### src/udr_regs.vh
// register offsets, field positions and reset values of the usb device
// enable-mask, endpoint-enable and frame-number registers.
// assumes a 32-bit apb slave with byte addresses and word-aligned registers.
`ifndef UDR_REGS_VH
`define UDR_REGS_VH

// ==========================================================
// register byte offsets
`define UDR_OFF_MASK_VIEW 12'h010
`define UDR_OFF_EN_CLR 12'h014
`define UDR_OFF_EN_SET 12'h018
`define UDR_OFF_EP_ENABLE 12'h01c
`define UDR_OFF_FRAME_NUM 12'h020
`define UDR_ADDR_W 12

// ==========================================================
// enable mask bit positions (shared by clear and set ports)
`define UDR_BIT_SUSPEND 0
`define UDR_BIT_FRAME_START 2
`define UDR_BIT_BUS_RESET_END 3
`define UDR_BIT_WAKE 4
`define UDR_BIT_RESUME_END 5
`define UDR_BIT_UPSTREAM_RESUME 6
`define UDR_BIT_EP_BASE 12
`define UDR_MASK_IMPL 32'h0007f07d

// ==========================================================
// frame number register layout
`define UDR_FN_ERR_BIT 15
`define UDR_FN_HI_MSB 13
`define UDR_FN_HI_LSB 8
`define UDR_FN_LO_MSB 7
`define UDR_FN_LO_LSB 3
`define UDR_FN_WIDTH 11

// ==========================================================
// reset values
`define UDR_RST_MASK 32'h00000000
`define UDR_RST_EP_ENABLE 7'h00
`define UDR_RST_FRAME_NUM 11'h000
`define UDR_WO_READ 32'h00000000

`endif

### src/udr_top_end_marker_unused.v
// holds no logic: the block is udr_top, with udr_mask_reg and
// udr_frame_capture beside it.

### src/udr_top.v
// usb device register slice: enable mask ports, endpoint enable and frame number.
// assumes an apb master on pclk and a protocol engine on the same clock.
//
// Contract
// - one on clear port clears mask bit
// - one on set port sets mask bit
// - zero bits leave mask bits unchanged
// - clear and set ports share one layout
// - only endpoints 0 to 6 implemented
// - disabled endpoint ignores all usb requests
// - disabling resets endpoint regs, keeps configuration
// - writing one enables; read shows state
// - error flag bit 15, frame bits 13:3
// - frame number from last frame start
// - error flag follows frame start, bus reset
// - mask bit gates its interrupt source
`timescale 1ns/10ps
`include "udr_regs.vh"

module udr_top #(
    parameter NUM_EP = 7
) (
    input wire pclk,
    input wire presetn,
    input wire psel,
    input wire penable,
    input wire pwrite,
    input wire [31:0] paddr,
    input wire [31:0] pwdata,
    input wire [3:0] pstrb,
    output wire [31:0] prdata,
    output wire pready,
    output wire pslverr,
    input wire [31:0] irq_source,
    input wire sof_event,
    input wire sof_crc_error,
    input wire [10:0] sof_frame,
    input wire bus_reset,
    input wire ep_req_valid,
    input wire [3:0] ep_req_num,
    output wire ep_req_accept,
    output wire ep_req_ignore,
    output wire [NUM_EP-1:0] endpoint_enable_bit,
    output wire [NUM_EP-1:0] ep_regs_reset,
    output wire usb_irq
);
    // ==========================================================
    // bus slave state; answer sequencer states are one-hot
    localparam [1:0] ST_IDLE = 2'h1;
    localparam [1:0] ST_ANSWER = 2'h2;
    reg [31:0] prdata_ff;
    reg [31:0] nxt_prdata;
    reg [1:0] state_ff;
    reg [1:0] nxt_state;
    reg pslverr_ff;
    reg nxt_pslverr;
    wire setup_phase;
    wire access_done;
    wire wr_en;
    wire [11:0] word_addr;
    wire addr_hit;
    wire answering;

    // ==========================================================
    // block state
    localparam [NUM_EP-1:0] EP_RESET = `UDR_RST_EP_ENABLE;
    wire [NUM_EP-1:0] ep_en_bits;
    wire [NUM_EP-1:0] ep_rst_bits;
    wire [31:0] irq_gated;
    reg accept_ff;
    reg ignore_ff;
    reg irq_ff;
    wire [31:0] mask;
    wire [10:0] frame_number;
    wire frame_number_error_flag;
    wire [31:0] frame_view;
    wire clr_we;
    wire set_we;
    wire ep_we;
    wire [31:0] wmask;
    wire [31:0] wdata_eff;
    wire [NUM_EP-1:0] ep_wbits;
    wire req_in_range;
    wire req_enabled;

    // ==========================================================
    // apb phase decode; the slave answers in the first access cycle
    assign setup_phase = psel && !penable;
    assign answering = state_ff[1]; // one-hot bit of the answer state
    assign access_done = psel && penable && answering;
    assign wr_en = access_done && pwrite;
    assign word_addr = paddr[11:0];
    assign addr_hit = (paddr[31:12] == 20'h00000) && (paddr[1:0] == 2'b00);

    // byte strobes gate which lanes of a write count
    assign wmask = {{8{pstrb[3]}}, {8{pstrb[2]}}, {8{pstrb[1]}}, {8{pstrb[0]}}};
    assign wdata_eff = pwdata & wmask;

    // write strobes per register
    assign clr_we = wr_en && addr_hit && (word_addr == `UDR_OFF_EN_CLR);
    assign set_we = wr_en && addr_hit && (word_addr == `UDR_OFF_EN_SET);
    assign ep_we = wr_en && addr_hit && (word_addr == `UDR_OFF_EP_ENABLE);

    // ==========================================================
    // read mux and error decode, evaluated during the setup cycle
    always @* begin
        nxt_prdata = 32'h00000000;
        nxt_pslverr = 1'b0;
        if (!addr_hit) begin
            nxt_pslverr = 1'b1;
        end else begin
            case (word_addr)
                `UDR_OFF_MASK_VIEW: begin
                    nxt_prdata = mask;
                end
                `UDR_OFF_EN_CLR: begin
                    nxt_prdata = `UDR_WO_READ;
                end
                `UDR_OFF_EN_SET: begin
                    nxt_prdata = `UDR_WO_READ;
                end
                `UDR_OFF_EP_ENABLE: begin
                    nxt_prdata = {{(32-NUM_EP){1'b0}}, ep_en_bits};
                end
                `UDR_OFF_FRAME_NUM: begin
                    nxt_prdata = frame_view;
                end
                default: begin
                    nxt_pslverr = 1'b1;
                end
            endcase
        end
        if (pwrite) begin
            nxt_prdata = 32'h00000000;
        end
    end

    // ==========================================================
    // answer sequencer: a setup cycle moves to the answer state, which lasts
    // exactly one access cycle, so the slave never inserts wait states
    always @* begin
        nxt_state = ST_IDLE;
        case (state_ff)
            ST_IDLE: begin
                if (setup_phase) begin
                    nxt_state = ST_ANSWER;
                end
            end
            ST_ANSWER: begin
                // one access cycle only; a setup right behind it starts over
                nxt_state = ST_IDLE;
            end
            default: begin
                // an illegal code falls back to idle instead of hanging the bus
                nxt_state = ST_IDLE;
            end
        endcase
    end

    // state register; reset lands in idle with pready low
    always @(posedge pclk or negedge presetn) begin
        if (!presetn) begin
            state_ff <= ST_IDLE;
        end else begin
            state_ff <= nxt_state;
        end
    end

    // ==========================================================
    // answer data: latched on the setup edge, standing only while pready is
    // high and zero otherwise, so a stale word never shows on the bus
    always @(posedge pclk or negedge presetn) begin
        if (!presetn) begin
            prdata_ff <= 32'h00000000;
            pslverr_ff <= 1'b0;
        end else if (setup_phase) begin
            prdata_ff <= nxt_prdata;
            pslverr_ff <= nxt_pslverr;
        end else begin
            prdata_ff <= 32'h00000000;
            pslverr_ff <= 1'b0;
        end
    end

    // ==========================================================
    // frame number view: flag at 15, high part 13:8, low part 7:3
    assign frame_view[31:16] = 16'h0000;
    assign frame_view[`UDR_FN_ERR_BIT] = frame_number_error_flag;
    assign frame_view[14] = 1'b0;
    assign frame_view[`UDR_FN_HI_MSB:`UDR_FN_HI_LSB] = frame_number[10:5];
    assign frame_view[`UDR_FN_LO_MSB:`UDR_FN_LO_LSB] = frame_number[4:0];
    assign frame_view[2:0] = 3'b000;

    // ==========================================================
    // enable mask: clear and set ports both land on the same bit layout
    udr_mask_reg u_mask (
        .pclk(pclk),
        .presetn(presetn),
        .clr_we(clr_we),
        .set_we(set_we),
        .wdata(wdata_eff),
        .mask(mask)
    );

    // ==========================================================
    // frame number capture from the protocol engine
    udr_frame_capture u_frame (
        .pclk(pclk),
        .presetn(presetn),
        .sof_event(sof_event),
        .sof_crc_error(sof_crc_error),
        .sof_frame(sof_frame),
        .bus_reset(bus_reset),
        .frame_number(frame_number),
        .frame_number_error_flag(frame_number_error_flag)
    );

    // ==========================================================
    // endpoint enable: one enable flop and one reset-pulse flop per endpoint;
    // only endpoints 0..6 exist, so higher written bits are dropped
    assign ep_wbits = wdata_eff[NUM_EP-1:0];

    genvar n;
    generate
        for (n = 0; n < NUM_EP; n = n + 1) begin : g_ep
            reg en_ff;
            reg rst_ff;
            reg nxt_en;
            reg nxt_rst;

            // a write replaces the enable; a zero also pulses the reset,
            // even for an endpoint that already was disabled
            always @* begin
                nxt_en = en_ff;
                nxt_rst = 1'b0;
                if (ep_we) begin
                    nxt_en = ep_wbits[n];
                    // the engine clears status and control but keeps the bank
                    // count, bank size, direction and transfer type
                    nxt_rst = !ep_wbits[n];
                end
            end

            // enable level and one-cycle reset pulse
            always @(posedge pclk or negedge presetn) begin
                if (!presetn) begin
                    en_ff <= EP_RESET[n];
                    rst_ff <= 1'b0;
                end else begin
                    en_ff <= nxt_en;
                    rst_ff <= nxt_rst;
                end
            end

            assign ep_en_bits[n] = en_ff;
            assign ep_rst_bits[n] = rst_ff;
        end
    endgenerate

    // ==========================================================
    // request filter: requests to disabled or absent endpoints are ignored;
    // the range test guards numbers 7..15, which have no enable flop
    assign req_in_range = (ep_req_num < NUM_EP);
    assign req_enabled = req_in_range && ep_en_bits[ep_req_num[2:0]];

    always @(posedge pclk or negedge presetn) begin
        if (!presetn) begin
            accept_ff <= 1'b0;
            ignore_ff <= 1'b0;
        end else begin
            accept_ff <= ep_req_valid && req_enabled;
            ignore_ff <= ep_req_valid && !req_enabled;
        end
    end

    // ==========================================================
    // interrupt gating: each source passes only when its mask bit is one;
    // unimplemented mask bits read zero, so their sources never fire
    genvar s;
    generate
        for (s = 0; s < 32; s = s + 1) begin : g_src
            assign irq_gated[s] = irq_source[s] && mask[s];
        end
    endgenerate

    // interrupt line, registered so it comes straight from a flop
    always @(posedge pclk or negedge presetn) begin
        if (!presetn) begin
            irq_ff <= 1'b0;
        end else begin
            irq_ff <= |irq_gated;
        end
    end

    // ==========================================================
    // outputs straight from flops
    assign prdata = prdata_ff;
    assign pready = state_ff[1]; // one-hot bit of the answer state
    assign pslverr = pslverr_ff;
    assign ep_req_accept = accept_ff;
    assign ep_req_ignore = ignore_ff;
    assign endpoint_enable_bit = ep_en_bits;
    assign ep_regs_reset = ep_rst_bits;
    assign usb_irq = irq_ff;
endmodule // udr_top

### src/udr_mask_reg.v
// global interrupt-enable mask with write-one-to-clear and write-one-to-set ports.
// assumes clr_we and set_we are single-cycle strobes from the bus slave.
`timescale 1ns/10ps
`include "udr_regs.vh"

module udr_mask_reg (
    input wire pclk,
    input wire presetn,
    input wire clr_we,
    input wire set_we,
    input wire [31:0] wdata,
    output wire [31:0] mask
);
    localparam [31:0] IMPL_BITS = `UDR_MASK_IMPL;
    localparam [31:0] RST_BITS = `UDR_RST_MASK;
    wire [31:0] mask_bits;

    // ==========================================================
    // one flop per implemented bit; unimplemented bits are tied to zero
    genvar i;
    generate
        for (i = 0; i < 32; i = i + 1) begin : g_bit
            if (IMPL_BITS[i]) begin : g_impl
                reg bit_ff;
                // clear and set never coincide: they are separate bus writes
                always @(posedge pclk or negedge presetn) begin
                    if (!presetn) begin
                        bit_ff <= RST_BITS[i];
                    end else if (clr_we && wdata[i]) begin
                        bit_ff <= 1'b0;
                    end else if (set_we && wdata[i]) begin
                        bit_ff <= 1'b1;
                    end
                end
                assign mask_bits[i] = bit_ff;
            end else begin : g_none
                assign mask_bits[i] = 1'b0;
            end
        end
    endgenerate

    // zero bits in either port leave the mask alone
    assign mask = mask_bits;
endmodule // udr_mask_reg

### src/udr_frame_capture.v
// frame number and frame-number error flag captured from start-of-frame packets.
// assumes sof_event and bus_reset are one-cycle pulses from the protocol engine on pclk.
`timescale 1ns/10ps
`include "udr_regs.vh"

module udr_frame_capture (
    input wire pclk,
    input wire presetn,
    input wire sof_event,
    input wire sof_crc_error,
    input wire [10:0] sof_frame,
    input wire bus_reset,
    output wire [10:0] frame_number,
    output wire frame_number_error_flag
);
    reg [10:0] frame_ff;
    reg err_ff;

    // ==========================================================
    // bus reset wins over a frame arriving in the same cycle
    always @(posedge pclk or negedge presetn) begin
        if (!presetn) begin
            frame_ff <= `UDR_RST_FRAME_NUM;
            err_ff <= 1'b0;
        end else if (bus_reset) begin
            frame_ff <= `UDR_RST_FRAME_NUM;
            err_ff <= 1'b0;
        end else if (sof_event) begin
            frame_ff <= sof_frame;
            err_ff <= sof_crc_error;
        end
    end

    assign frame_number = frame_ff;
    assign frame_number_error_flag = err_ff;
endmodule // udr_frame_capture

### config.mk
export PLATFORM = sky130hd
export DESIGN_NAME = udr_top
export DESIGN_NICKNAME = d
export VERILOG_FILES = /design/src/udr_top_end_marker_unused.v /design/src/udr_top.v /design/src/udr_mask_reg.v /design/src/udr_frame_capture.v
export VERILOG_INCLUDE_DIRS = /design/src
export SDC_FILE = /design/constraint.sdc
export NUM_CORES = 1
export LEC_CHECK = 0
export ABC_AREA = 1
export BUFFER_PORTS_ARGS = -buffer_cell sky130_fd_sc_hd__buf_2
export CAP_MARGIN = 20
export CELL_PAD_IN_SITES_DETAIL_PLACEMENT = 2
export CELL_PAD_IN_SITES_GLOBAL_PLACEMENT = 2
export CORE_ASPECT_RATIO = 1.5
export CORE_MARGIN = 3
export CORE_UTILIZATION = 29
export DETAILED_ROUTE_END_ITERATION = 10
export PLACE_DENSITY = 0.91
export SLEW_MARGIN = 20
export SYNTH_ARGS = -nofsm -noshare
export SYNTH_HDL_FRONTEND = slang
export SYNTH_HIERARCHICAL = 1
export SYNTH_SLANG_ARGS = --single-unit
### constraint.sdc
create_clock -name pclk -period 3.2 [get_ports pclk]
set_clock_uncertainty 0.2 [all_clocks]
set_input_delay 0.32 -clock pclk [delete_from_list [all_inputs] [get_ports pclk]]
set_output_delay 0.32 -clock pclk [all_outputs]
set_load 0.01 [all_outputs]
== After elaboration in Yosys (flattened, before gate mapping) ==
Index checks and enable logic that the tools add are counted.
Storage, ports and cells
  flip-flop bits (word level): 77
  output and inout bits: 51
  logic and storage cells: 170
Operators by class
  $lt $le $gt $ge: 2
  equality and inequality tests: 6
  muxes and demuxes: 48
  bitwise operators: 1
  reductions and logical operators: 78
Operators by type and width (number)
  $mux 32: 3
  $pmux 19 s3: 1
  $logic_and 1x1->1: 51
  $eq 12x5->1 const B: 4
  $mux 1: 39
  $reduce_bool 2->1: 14
  $mux 11: 2
  $logic_not 20->1: 1
  $and 19x19->19: 1
  $reduce_or 13->1: 1
  $eq 12x6->1 const B: 1
  $logic_not 1->1: 9
  $reduce_or 5->1: 1
  $lt 3x4->1 const B: 1
  $lt 4x3->1 const B: 1
  $mux 2: 2
  $bmux 1 s3: 1
  $eq 2x1->1 const B: 1
  $logic_not 2->1: 1

== Depth between registers and ports, before layout ==
Gate-level depths: netlist of the first run.
  depth after elaboration: 8
  depth in mapped cells: 13
  gate-level depth less buffers: 11

== Hierarchy ==
The synthesis of the first run kept the hierarchy.
Modules (own cells, without submodules)
  udr_top: instances 1, cells each 420, area each 3184.3 µm²
  udr_mask_reg: instances 1, cells each 126, area each 880.8 µm²
  udr_frame_capture: instances 1, cells each 53, area each 484.2 µm²

== Worst setup path after synthesis of the first run ==
No wires, ideal clock.
  kind: input -> register
  start point: input paddr[16]
  end point: register u_mask.g_bit[0].g_impl.bit_ff
  library setup time: 0.113 ns
  arrival time: 1.460 ns
  required time: 2.887 ns
  slack: 1.427 ns
  stages on the path: 12
  buffers on the path: 2
  path through: nor2_1 nand2_1 nor2_1 nand2_2 nor2_8 buf_8 nand2_1 nor2_1 buf_4 nand2_1 nand2_1 inv_1
Between the ends
  cells in the longest elaborated chain, start to end: 6
  elaborated cells on any way between the ends: 9
  classes of those cells: 1 x mux; 8 x reduce/logical
Ends and longest elaborated chain
  start, declared: RTL line udr_top.v:28  | input wire [31:0] paddr,
  $logic_not 20->1 (*): RTL line udr_top.v:93  | assign addr_hit = (paddr[31:12] == 20'h00000) && (paddr[1:0] == 2'b00);
  $logic_and 1x1->1 (*): RTL line udr_top.v:93
  $logic_and 1x1->1 (*) (2 in a row): RTL line udr_top.v:100  | assign clr_we = wr_en && addr_hit && (word_addr == `UDR_OFF_EN_CLR);
  via clr_we: RTL line udr_top.v:77  | wire clr_we;
  $logic_and 1x1->1 (*): RTL line udr_mask_reg.v:29  | end else if (clr_we && wdata[i]) begin
  $mux 1 or $reduce_bool 2->1 (tied branches)
  end signal, assigned: RTL line udr_mask_reg.v:28  | bit_ff <= RST_BITS[i];
  end, declared: RTL line udr_mask_reg.v:24  | reg bit_ff;
Mark *: on every way through the listed nets, which the timed path passes. The rest lies on a longest branch.
A chain may end at the register's enable or synchronous reset.

== Worst setup path after layout of the first run ==
  start point: input paddr[9]
  end point: register prdata_ff[1], in the netlist prdata[1]
Between the ends
  cells in the longest elaborated chain, start to end: 5
  elaborated cells on any way between the ends: 7
  classes of those cells: 3 x eq/ne; 4 x mux
Ends and longest elaborated chain
  $eq 12x6->1 or $eq 12x5->1 (tied branches): RTL line udr_top.v:112  | case (word_addr)
  $pmux 19 s3 (*): RTL line udr_top.v:112
  $mux 32 (*): RTL line udr_top.v:109  | if (!addr_hit) begin
  $mux 32 (*): RTL line udr_top.v:133  | if (pwrite) begin
  $mux 32 (*): RTL line udr_top.v:176  | end else if (setup_phase) begin
  end signal, assigned: RTL line udr_top.v:177  | prdata_ff <= nxt_prdata;
  end, declared: RTL line udr_top.v:51  | reg [31:0] prdata_ff;
Every way passes the cells marked *; elsewhere a longest branch is shown, timed or not.

==> flow_summary.json, run 1 <==
{
  "first_pass_iters": 4,
  "rrSetupSlack_ns": 1.44,
  "h-tree-depth": 3,
  "regToRegEndpoint": "u_mask/g_bit[18].g_impl.bit_ff",
  "die_x_um": 107,
  "root_buffer": "clkbuf_16",
  "grt_pass1_vias": 4526,
  "drt-initial-drc-count": 120,
  "cts.sinks": 77,
  "period_minus_slack_ns": 1.88,
  "cts_tree": "done",
  "wl_met2_um": 8350,
  "core_area_um2": 14700,
  "grt_antenna_before_repair": 0,
  "worstPathMaxFanout": 15,
  "final_cells": 888,
  "wl_per_cell_um": 16.3,
  "num-fill-cells": 1784,
  "gp_congestion": 0.803,
  "cp-start-kind": "input pin",
  "seqCellArea_um2": 1930,
  "tightestPinTransition_ns": 0.510,
  "clkTransAtPathRegs_ns": 0.07,
  "nets": 811,
  "syn_area_um2": 4410,
  "setup_ws_ns": 1.32,
  "synthCells": 562,
  "finalHoldViolations": 0,
  "grt_usage_pct": 17.9,
  "port_buffers": 155,
  "wl_um": 14400,
  "grt_pass1_wl_um": 23100,
  "post-route-drc-count": 0,
  "relSlewSlack_pct": 66.0,
  "p_leak_nw": 3.02,
  "die_h_um": 157,
  "drive_gt1_share_pct": 34.5,
  "cts_buffer_depth": 2,
  "drt-vias-per-instance": 4.44,
  "initial_core_util_pct": 29.9,
  "post_synth.cell_area_avg_um2": 7.85,
  "place_ws_ns": 0.929,
  "setup_viol": 0,
  "multiInputGateArea_um2": 1780,
  "post-route-period-util_pct": 58.8,
  "hold_depth": 3,
  "numCtsBuffers": 9,
  "endpoint_kind": "register",
  "cts_resized": 0,
  "worstSetupPathType": "input pin to register",
  "power_density_nw_per_um2": 414,
  "io_pins": 175,
  "hold_class": "input pin to register",
  "critical_path_required_ns": 3.26,
  "wl_met1_um": 5050,
  "rsz0062_at_grt": "no",
  "insertedDiodeCount": 0,
  "grt_max_degree": 78,
  "ant_nets": 0,
  "hpwl_um": 11600,
  "status": "finished, final reports clean",
  "yosysWarningCount": 6,
  "worstHoldStart": "sof_frame[7]",
  "syn_to_final_growth_pct": 21.2,
  "grt_overflow_total": 0,
  "min_to": "u_frame/frame_number[7]",
  "routed-wl-met3_um": 502,
  "crit_buf_inv": 1,
  "setup_tns_ns": 0,
  "rr_worst_depth": 9,
  "routed.top_layer": "met4",
  "dieArea_um2": 16800,
  "cts_setup_buffers": 0,
  "num_rows": 54,
  "insertion_delay_ns": 0.34,
  "reg2reg_from": "state_ff[1]",
  "clock.fmax_mhz": 532,
  "cp.arrival_ns": 1.94,
  "cp_slowest_cell": "nor2_2",
  "cpPeakStageDelay_ns": 0.44,
  "maxCapViolations": 0,
  "cp_top_family": "simple AND/OR/NAND/NOR gates",
  "ir_worst_vdd_uv": 170,
  "path_cells": "buf_2 -> nor2_2 -> nand2_2 -> nor2_2 -> nand2_1 -> nand2_2 -> nand3_4 -> nor2_1",
  "vias": 3942,
  "dp_cells": 870,
  "drv_slew": 0
}
-- metrics by stage --
stage / total power, W / hold WS, ns / utilization (%) / area (um2)
after floorplan: 0.00110 / -0.176 / - / 4480
after global placement: 0.00118 / 0.258 / 34.1 / 5020
after detailed placement: 0.00119 / 0.263 / 34.1 / 5020
after CTS: 0.00224 / 0.00927 / 36.2 / 5330
after global routing: 0.00231 / 0.0119 / 36.3 / 5350
final: 0.00221 / 0.0157 / 36.3 / 5350
-- worst max path at each step --
stage | startpoint | to | cells past startpoint
5_1_grt | paddr[9] | prdata[4] | 8
3_3_place_gp | paddr[11] | prdata[0] | 8
2_1_floorplan | paddr[16] | u_mask/g_bit[0].g_impl.bit_ff | 12
4_1_cts | paddr[9] | prdata[1] | 8
6_report | paddr[9] | prdata[1] | 8
3_5_place_dp | paddr[9] | prdata[1] | 8
-- registers in the layout, indices dropped and copies added (netlist names) --
register,flops
ep_req_accept,1
ep_req_ignore,1
g_ep.en_ff,7
g_ep.rst_ff,7
prdata,32
pslverr,1
state_ff,2
u_frame/frame_number,11
u_frame/frame_number_error_flag,1
u_mask/g_bit.g_impl.bit_ff,13
usb_irq,1
-- final cells by class --
type	count	share of cell area, %
Multi-Input combinational cell	370	33.4
Tap cell	196	4.59
Sequential cell	77	36.1
Clock buffer	9	4.21
Timing Repair Buffer	159	15.4
Inverter	70	4.96
Clock inverter	7	1.38
-- worst min-delay path, delay by kind of cell --
kind | cells | cell delay, ns
and+or+nand+nor | 2 | 0.13
buffers and inverters | 1 | 0.08
-- what timing repair did --
action	in CTS	in global routing
endpoints found under the hold margin	1	0
hold buffers	1	0
endpoints found under the setup margin	0	0
-- power by group --
| part | leakage, nW | internal [W] | switching [W] |
|---|---|---|---|
| logic | 1.89 | 0.0000747 | 0.000112 |
| registers | 0.987 | 0.000986 | 0.00000611 |
| clock network | 0.146 | 0.000607 | 0.000429 |
| total | 3.02 | 0.00167 | 0.000547 |
-- placed cells by master (no fill, tap or decap), types with 4 or more instances in the layout --
cell type,n
nor2_4,21
conb_1,19
dfrtp_1,76
nand4_1,15
nor2_2,9
inv_2,15
nand2_2,7
nand2_1,192
clkbuf_16,9
nand3_1,35
buf_2,154
nand2_4,4
nor2_1,52
inv_1,54
-- metal layers --
| layer | GRT usage (%) | up-vias |
|---|---|---|
| li1 | - | 1880 |
| met1 | 18.6 | 1919 |
| met2 | 34.8 | 107 |
| met3 | 2.38 | 36 |
| met4 | 8.53 | 0 |
| met5 | 0 | - |
Note: power is estimated with default switching activity, not from simulation.
==> run 2, diff against run 1 <==
--- a/config.mk
+++ b/config.mk
@@ -13,9 +13,9 @@
 export CELL_PAD_IN_SITES_GLOBAL_PLACEMENT = 2
 export CORE_ASPECT_RATIO = 1.5
 export CORE_MARGIN = 3
-export CORE_UTILIZATION = 29
+export CORE_UTILIZATION = 27
 export DETAILED_ROUTE_END_ITERATION = 10
-export PLACE_DENSITY = 0.91
+export PLACE_DENSITY = 0.85
 export SLEW_MARGIN = 20
 export SYNTH_ARGS = -nofsm -noshare
 export SYNTH_HDL_FRONTEND = slang
==> constraint.sdc (replaced) <==
create_clock -name pclk -period 1.9 [get_ports pclk]
set_clock_uncertainty 0.2 [all_clocks]
set_input_delay 0.19 -clock pclk [delete_from_list [all_inputs] [get_ports pclk]]
set_output_delay 0.19 -clock pclk [all_outputs]
set_load 0.01 [all_outputs]
==> flow_summary.json, run 2 (same netlist as run 1, synthesis figures left out) <==
{
  "status": "finished, final reports clean",
  "core_area_um2": 15800,
  "insertedDiodeCount": 0,
  "largest_register_ffs": 32,
  "grt_pass1_wl_um": 23600,
  "reg2reg_from": "g_ep[5].en_ff",
  "setup_viol": 0,
  "h-tree-depth": 3,
  "port_buffers": 155,
  "first_pass_iters": 4,
  "cts_tree": "done",
  "drt-initial-drc-count": 141,
  "cts_buffer_depth": 2,
  "num_rows": 56,
  "clock.fmax_mhz": 551,
  "drv_slew": 0,
  "insertion_delay_ns": 0.33,
  "die_h_um": 163,
  "post-route-drc-count": 0,
  "crit_buf_inv": 1,
  "nets": 841,
  "critPathLaunch": "g_ep[5].en_ff",
  "worstHoldStart": "pwdata[4]",
  "cts.sinks": 77,
  "setup_ws_ns": 0.0847,
  "finalHoldViolations": 0,
  "cp.arrival_ns": 1.84,
  "num-fill-cells": 1876,
  "dieArea_um2": 17900,
  "gp_congestion": 0.782,
  "post-route-period-util_pct": 95.5,
  "cpPeakStageDelay_ns": 0.56,
  "maxCapViolations": 0,
  "ir_worst_vdd_uv": 330,
  "path_cells": "or2_2 -> nand2_1 -> nand3_1 -> nand2_1 -> dlygate4sd3_1 -> nor3_2",
  "cp-start-kind": "register",
  "syn_to_final_growth_pct": 28.9,
  "cp_top_family": "buffers and inverters",
  "p_leak_nw": 3.19,
  "cp_common_cell": "nand2_1",
  "ant_nets": 0,
  "hpwl_um": 11800,
  "period_minus_slack_ns": 1.82,
  "final_core_utilization_pct": 35.9,
  "critical_path_required_ns": 1.92,
  "power_density_nw_per_um2": 689,
  "power_w": 0.00392,
  "io_pins": 175,
  "worstSetupPathType": "register to register",
  "worstPathMaxFanout": 3,
  "grt_overflow_total": 0,
  "drive_gt1_share_pct": 34.5,
  "wl_um": 15100,
  "drt-vias-per-instance": 4.38,
  "initial_core_util_pct": 27.9,
  "grt_usage_pct": 17.2,
  "wl_per_cell_um": 16.3,
  "grt_max_degree": 32,
  "numCtsBuffers": 9,
  "hold-worst-slack_ns": 0.0109,
  "cp_slowest_cell": "dlygate4sd3_1",
  "grt_pass1_vias": 4708,
  "die_x_um": 110,
  "place_ws_ns": 0.0621,
  "clkTransAtPathRegs_ns": 0.06,
  "root_buffer": "clkbuf_16",
  "vias": 4053,
  "setup_tns_ns": 0,
  "mostFrequentLayoutCell": "nand2_1",
  "final_cell_mix": "nand2_1 (192), buf_2 (154), dfrtp_1 (76), inv_1 (54), nor2_1 (52)",
  "endpoint_kind": "register",
  "grt_antenna_before_repair": 1,
  "hold_class": "input pin to register"
}
[run 2: cell types whose count changed in the layout (fill, tap and decap cells not counted), moves of 2 or more]
cell           change
dlygate4sd3_1     +19
buf_4              +8
buf_12             +2
clkinv_4           -2
[run 2: metrics by stage]
stage,cells,instance area [um2]
after global routing,925,5690
after detailed placement,886,5120
after global placement,886,5120
after CTS,923,5650
after floorplan,580,4480
final,925,5690
[run 2: tightest hold or removal path: cells and delay by family]
| kind | cells | cell delay (ns) |
|---|---|---|
| simple gates | 2 | 0.11 |
| buf+inv | 2 | 0.20 |
[run 2: where the power goes]
group	switching [W]	internal, W	leakage [nW]
clock	0.000699	0.00119	0.156
combinational	0.000200	0.000159	2.05
sequential	0.0000116	0.00166	0.987
total	0.000911	0.00301	3.19
[run 2: final timing paths]
kind	end	slack, ns	cells past startpoint
setup / recovery	ep_req_accept	0.08	6
hold reg to reg	state_ff[0]	0.28	1
setup reg to reg	ep_req_accept	0.08	6
hold / removal	g_ep[4].rst_ff	0.01	4
min in group asynchronous	prdata[23]	0.14	2
max in group asynchronous	state_ff[0]	0.79	3
[run 2: area by class of cell]
type                       count  area (um2)  area share [%]
inverter                      70         265            4.66
multi-input combinational    370        1790            31.5
sequential                    77        1930            33.9
clock buffer                  11         243            4.27
clock inverter                 5        81.3            1.43
timing repair buffer         189        1130            19.8
tap                          203         254            4.47
[run 2: timing repair]
| item | 4_1_cts | 5_1_grt |
|---|---|---|
| endpoints found under the setup margin | 0 | 11 |
| hold endpoints to repair | 95 | 0 |
| gates resized for setup | 0 | 2 |
| setup buffers | 0 | 2 |
| hold buffers | 21 | 0 |
[run 2: routing by layer]
layer | vias to the layer above | routed length [um] | track usage (%)
li1 | 1937 | - | -
met4 | 2 | 315 | 5.66
met1 | 2004 | 5360 | 17.7
met2 | 91 | 8840 | 34.0
met3 | 19 | 541 | 2.82
met5 | - | 13 | 0
==> run 3, diff against run 2 <==
--- a/config.mk
+++ b/config.mk
@@ -6,16 +6,15 @@
 export SDC_FILE = /design/constraint.sdc
 export NUM_CORES = 1
 export LEC_CHECK = 0
-export ABC_AREA = 1
-export BUFFER_PORTS_ARGS = -buffer_cell sky130_fd_sc_hd__buf_2
 export CAP_MARGIN = 20
 export CELL_PAD_IN_SITES_DETAIL_PLACEMENT = 2
 export CELL_PAD_IN_SITES_GLOBAL_PLACEMENT = 2
 export CORE_ASPECT_RATIO = 1.5
 export CORE_MARGIN = 3
-export CORE_UTILIZATION = 27
+export CORE_UTILIZATION = 32
 export DETAILED_ROUTE_END_ITERATION = 10
-export PLACE_DENSITY = 0.85
+export DONT_BUFFER_PORTS = 1
+export PLACE_DENSITY = 0.74
 export SLEW_MARGIN = 20
 export SYNTH_ARGS = -nofsm -noshare
 export SYNTH_HDL_FRONTEND = slang
==> flow_summary.json, run 3 <==
{
  "syn_to_final_growth_pct": 24.7,
  "core_area_um2": 11100,
  "cp.arrival_ns": 2.00,
  "rr_worst_depth": 6,
  "die_x_um": 93.6,
  "synthCells": 339,
  "h-tree-depth": 3,
  "violations": "negative hold slack, negative setup slack",
  "finalHoldViolations": 78,
  "period_minus_slack_ns": 1.95,
  "hold_class": "input pin to asynchronous set/reset pin",
  "final_cell_mix": "dfrtp_1 (76), dlygate4sd3_1 (52), nor2_1 (34), and2_1 (32), a22oi_1 (27)",
  "ir_worst_vdd_uv": 435,
  "initial_core_util_pct": 33.1,
  "drt-initial-drc-count": 81,
  "insertion_delay_ns": 0.33,
  "setup_ws_ns": -0.0548,
  "cp-start-kind": "input pin",
  "post_synth.cell_area_avg_um2": 10.9,
  "clkTransAtPathRegs_ns": 0.06,
  "cts.sinks": 77,
  "cts_buffer_depth": 2,
  "vias": 2726,
  "largest_register_ffs": 32,
  "dieArea_um2": 12900,
  "die_h_um": 137,
  "gp_congestion": 0.771,
  "clock.fmax_mhz": 512,
  "endpoint_kind": "register",
  "setup_viol": 12,
  "hold_buffers": 52,
  "status": "finished, violations left",
  "rrSetupSlack_ns": 0.12,
  "power_density_nw_per_um2": 794,
  "port_buffers": 0,
  "p_leak_nw": 2.04,
  "regToRegEndpoint": "u_mask/g_bit[12].g_impl.bit_ff",
  "grt_max_degree": 78,
  "post-route-drc-count": 0,
  "hold-worst-slack_ns": -0.643,
  "wl_um": 12100,
  "rsz0062_at_grt": "yes",
  "reg2reg_from": "state_ff[1]",
  "grt_antenna_before_repair": 0,
  "mostFrequentLayoutCell": "dfrtp_1",
  "grt_pass1_wl_um": 18300,
  "grt_pass1_vias": 3244,
  "numCtsBuffers": 9,
  "worstPathMaxFanout": 10,
  "post-route-period-util_pct": 103,
  "tightestPinTransition_ns": 0.501,
  "drt-vias-per-instance": 5.09,
  "hpwl_um": 8680,
  "num_rows": 47,
  "drv_slew": 0,
  "drive_gt1_share_pct": 16.5,
  "insertedDiodeCount": 0,
  "power_w": 0.00365,
  "yosysWarningCount": 6,
  "ant_nets": 0,
  "nets": 508,
  "maxCapViolations": 0,
  "syn_area_um2": 3680,
  "grt_overflow_total": 0,
  "cts_tree": "done",
  "io_pins": 175,
  "num-fill-cells": 1154,
  "first_pass_iters": 4,
  "setup_tns_ns": -0.308,
  "wl_per_cell_um": 22.6,
  "relSlewSlack_pct": 66.5,
  "worstSetupPathType": "input pin to register",
  "root_buffer": "clkbuf_16",
  "critical_path_required_ns": 1.95,
  "seqCellArea_um2": 1930,
  "multiInputGateArea_um2": 1450,
  "grt_usage_pct": 19.2
}
run 3: cell types whose count changed in the layout (fill, tap and decap cells not counted), moves of 20 or more:
cell / before / now
nand2_1: 192 / 5
buf_2: 154 / 0
inv_1: 54 / 1
and2_1: 0 / 32
dlygate4sd3_1: 20 / 52
a22oi_1: 0 / 27
nand3_1: 35 / 9
a21oi_1: 3 / 24
nor2_4: 21 / 1
run 3: stage by stage:
step | hold WS, ns | instances | cell area [um2] | setup slack (ns) | utilization, %
2_1_floorplan | -0.306 | 357 | 3770 | -0.300 | -
3_3_place_gp | -0.303 | 467 | 3720 | -0.339 | 33.5
3_5_place_dp | -0.303 | 467 | 3720 | -0.426 | 33.5
4_1_cts | -0.658 | 535 | 4550 | -0.0450 | 41.0
5_1_grt | -0.668 | 536 | 4590 | -0.108 | 41.3
6_report | -0.643 | 536 | 4590 | -0.0548 | 41.3
run 3: final cells by class:
cell class,instances,share of cell area [%]
Timing Repair Buffer,74,15.8
Multi-Input combinational cell,221,31.5
Inverter,1,0.0817
Clock buffer,13,5.66
Clock inverter,3,0.953
Tap cell,147,4.00
Sequential cell,77,42.0
run 3: critical path, cell delays in order:
cell and delay, ns:
or4_4 0.52, or2_4 0.26, or4_4 0.51, nor2_4 0.16
buf_12 0.15, a21oi_1 0.06, a21oi_1 0.14
run 3: power by group:
| group | leakage (nW) | total [W] | internal (W) | switching [W] |
|---|---|---|---|---|
| registers | 1.06 | 0.00167 | 0.00166 | 0.0000135 |
| logic | 0.839 | 0.000237 | 0.000136 | 0.000101 |
| clock network | 0.150 | 0.00174 | 0.00109 | 0.000646 |
| total | 2.04 | 0.00365 | 0.00289 | 0.000760 |
run 3: how the worst max path moves through the flow:
| stage | start | to | slack, ns | depth (start not counted) |
|---|---|---|---|---|
| after global routing | paddr[13] | u_mask/g_bit[15].g_impl.bit_ff | -0.11 | 7 |
| after CTS | paddr[13] | u_mask/g_bit[13].g_impl.bit_ff | -0.04 | 7 |
| after detailed placement | paddr[13] | u_mask/g_bit[16].g_impl.bit_ff | -0.43 | 7 |
| final | paddr[13] | u_mask/g_bit[12].g_impl.bit_ff | -0.05 | 7 |
| after floorplan | paddr[13] | u_mask/g_bit[2].g_impl.bit_ff | -0.30 | 7 |
| after global placement | paddr[13] | u_mask/g_bit[0].g_impl.bit_ff | -0.34 | 7 |
run 3: per-layer routing:
layer  share of wire, %  wire (um)  up-vias  global-route usage (%)
li1                   -          -     1223                       -
met1                 35       4220     1398                    19.3
met2                 58       7010       87                    37.3
met3                5.1        620       18                    5.03
met4                2.3        275        0                    6.67
met5                  0          0        -                       0
run 3: repair_timing:
action                     in CTS  in global routing
hold endpoints to repair      115                 77
cloned                          0                  0
pin swaps                       1                  2
setup buffers                   0                  1
setup endpoints to repair      13                 13
resized for setup               3                  7
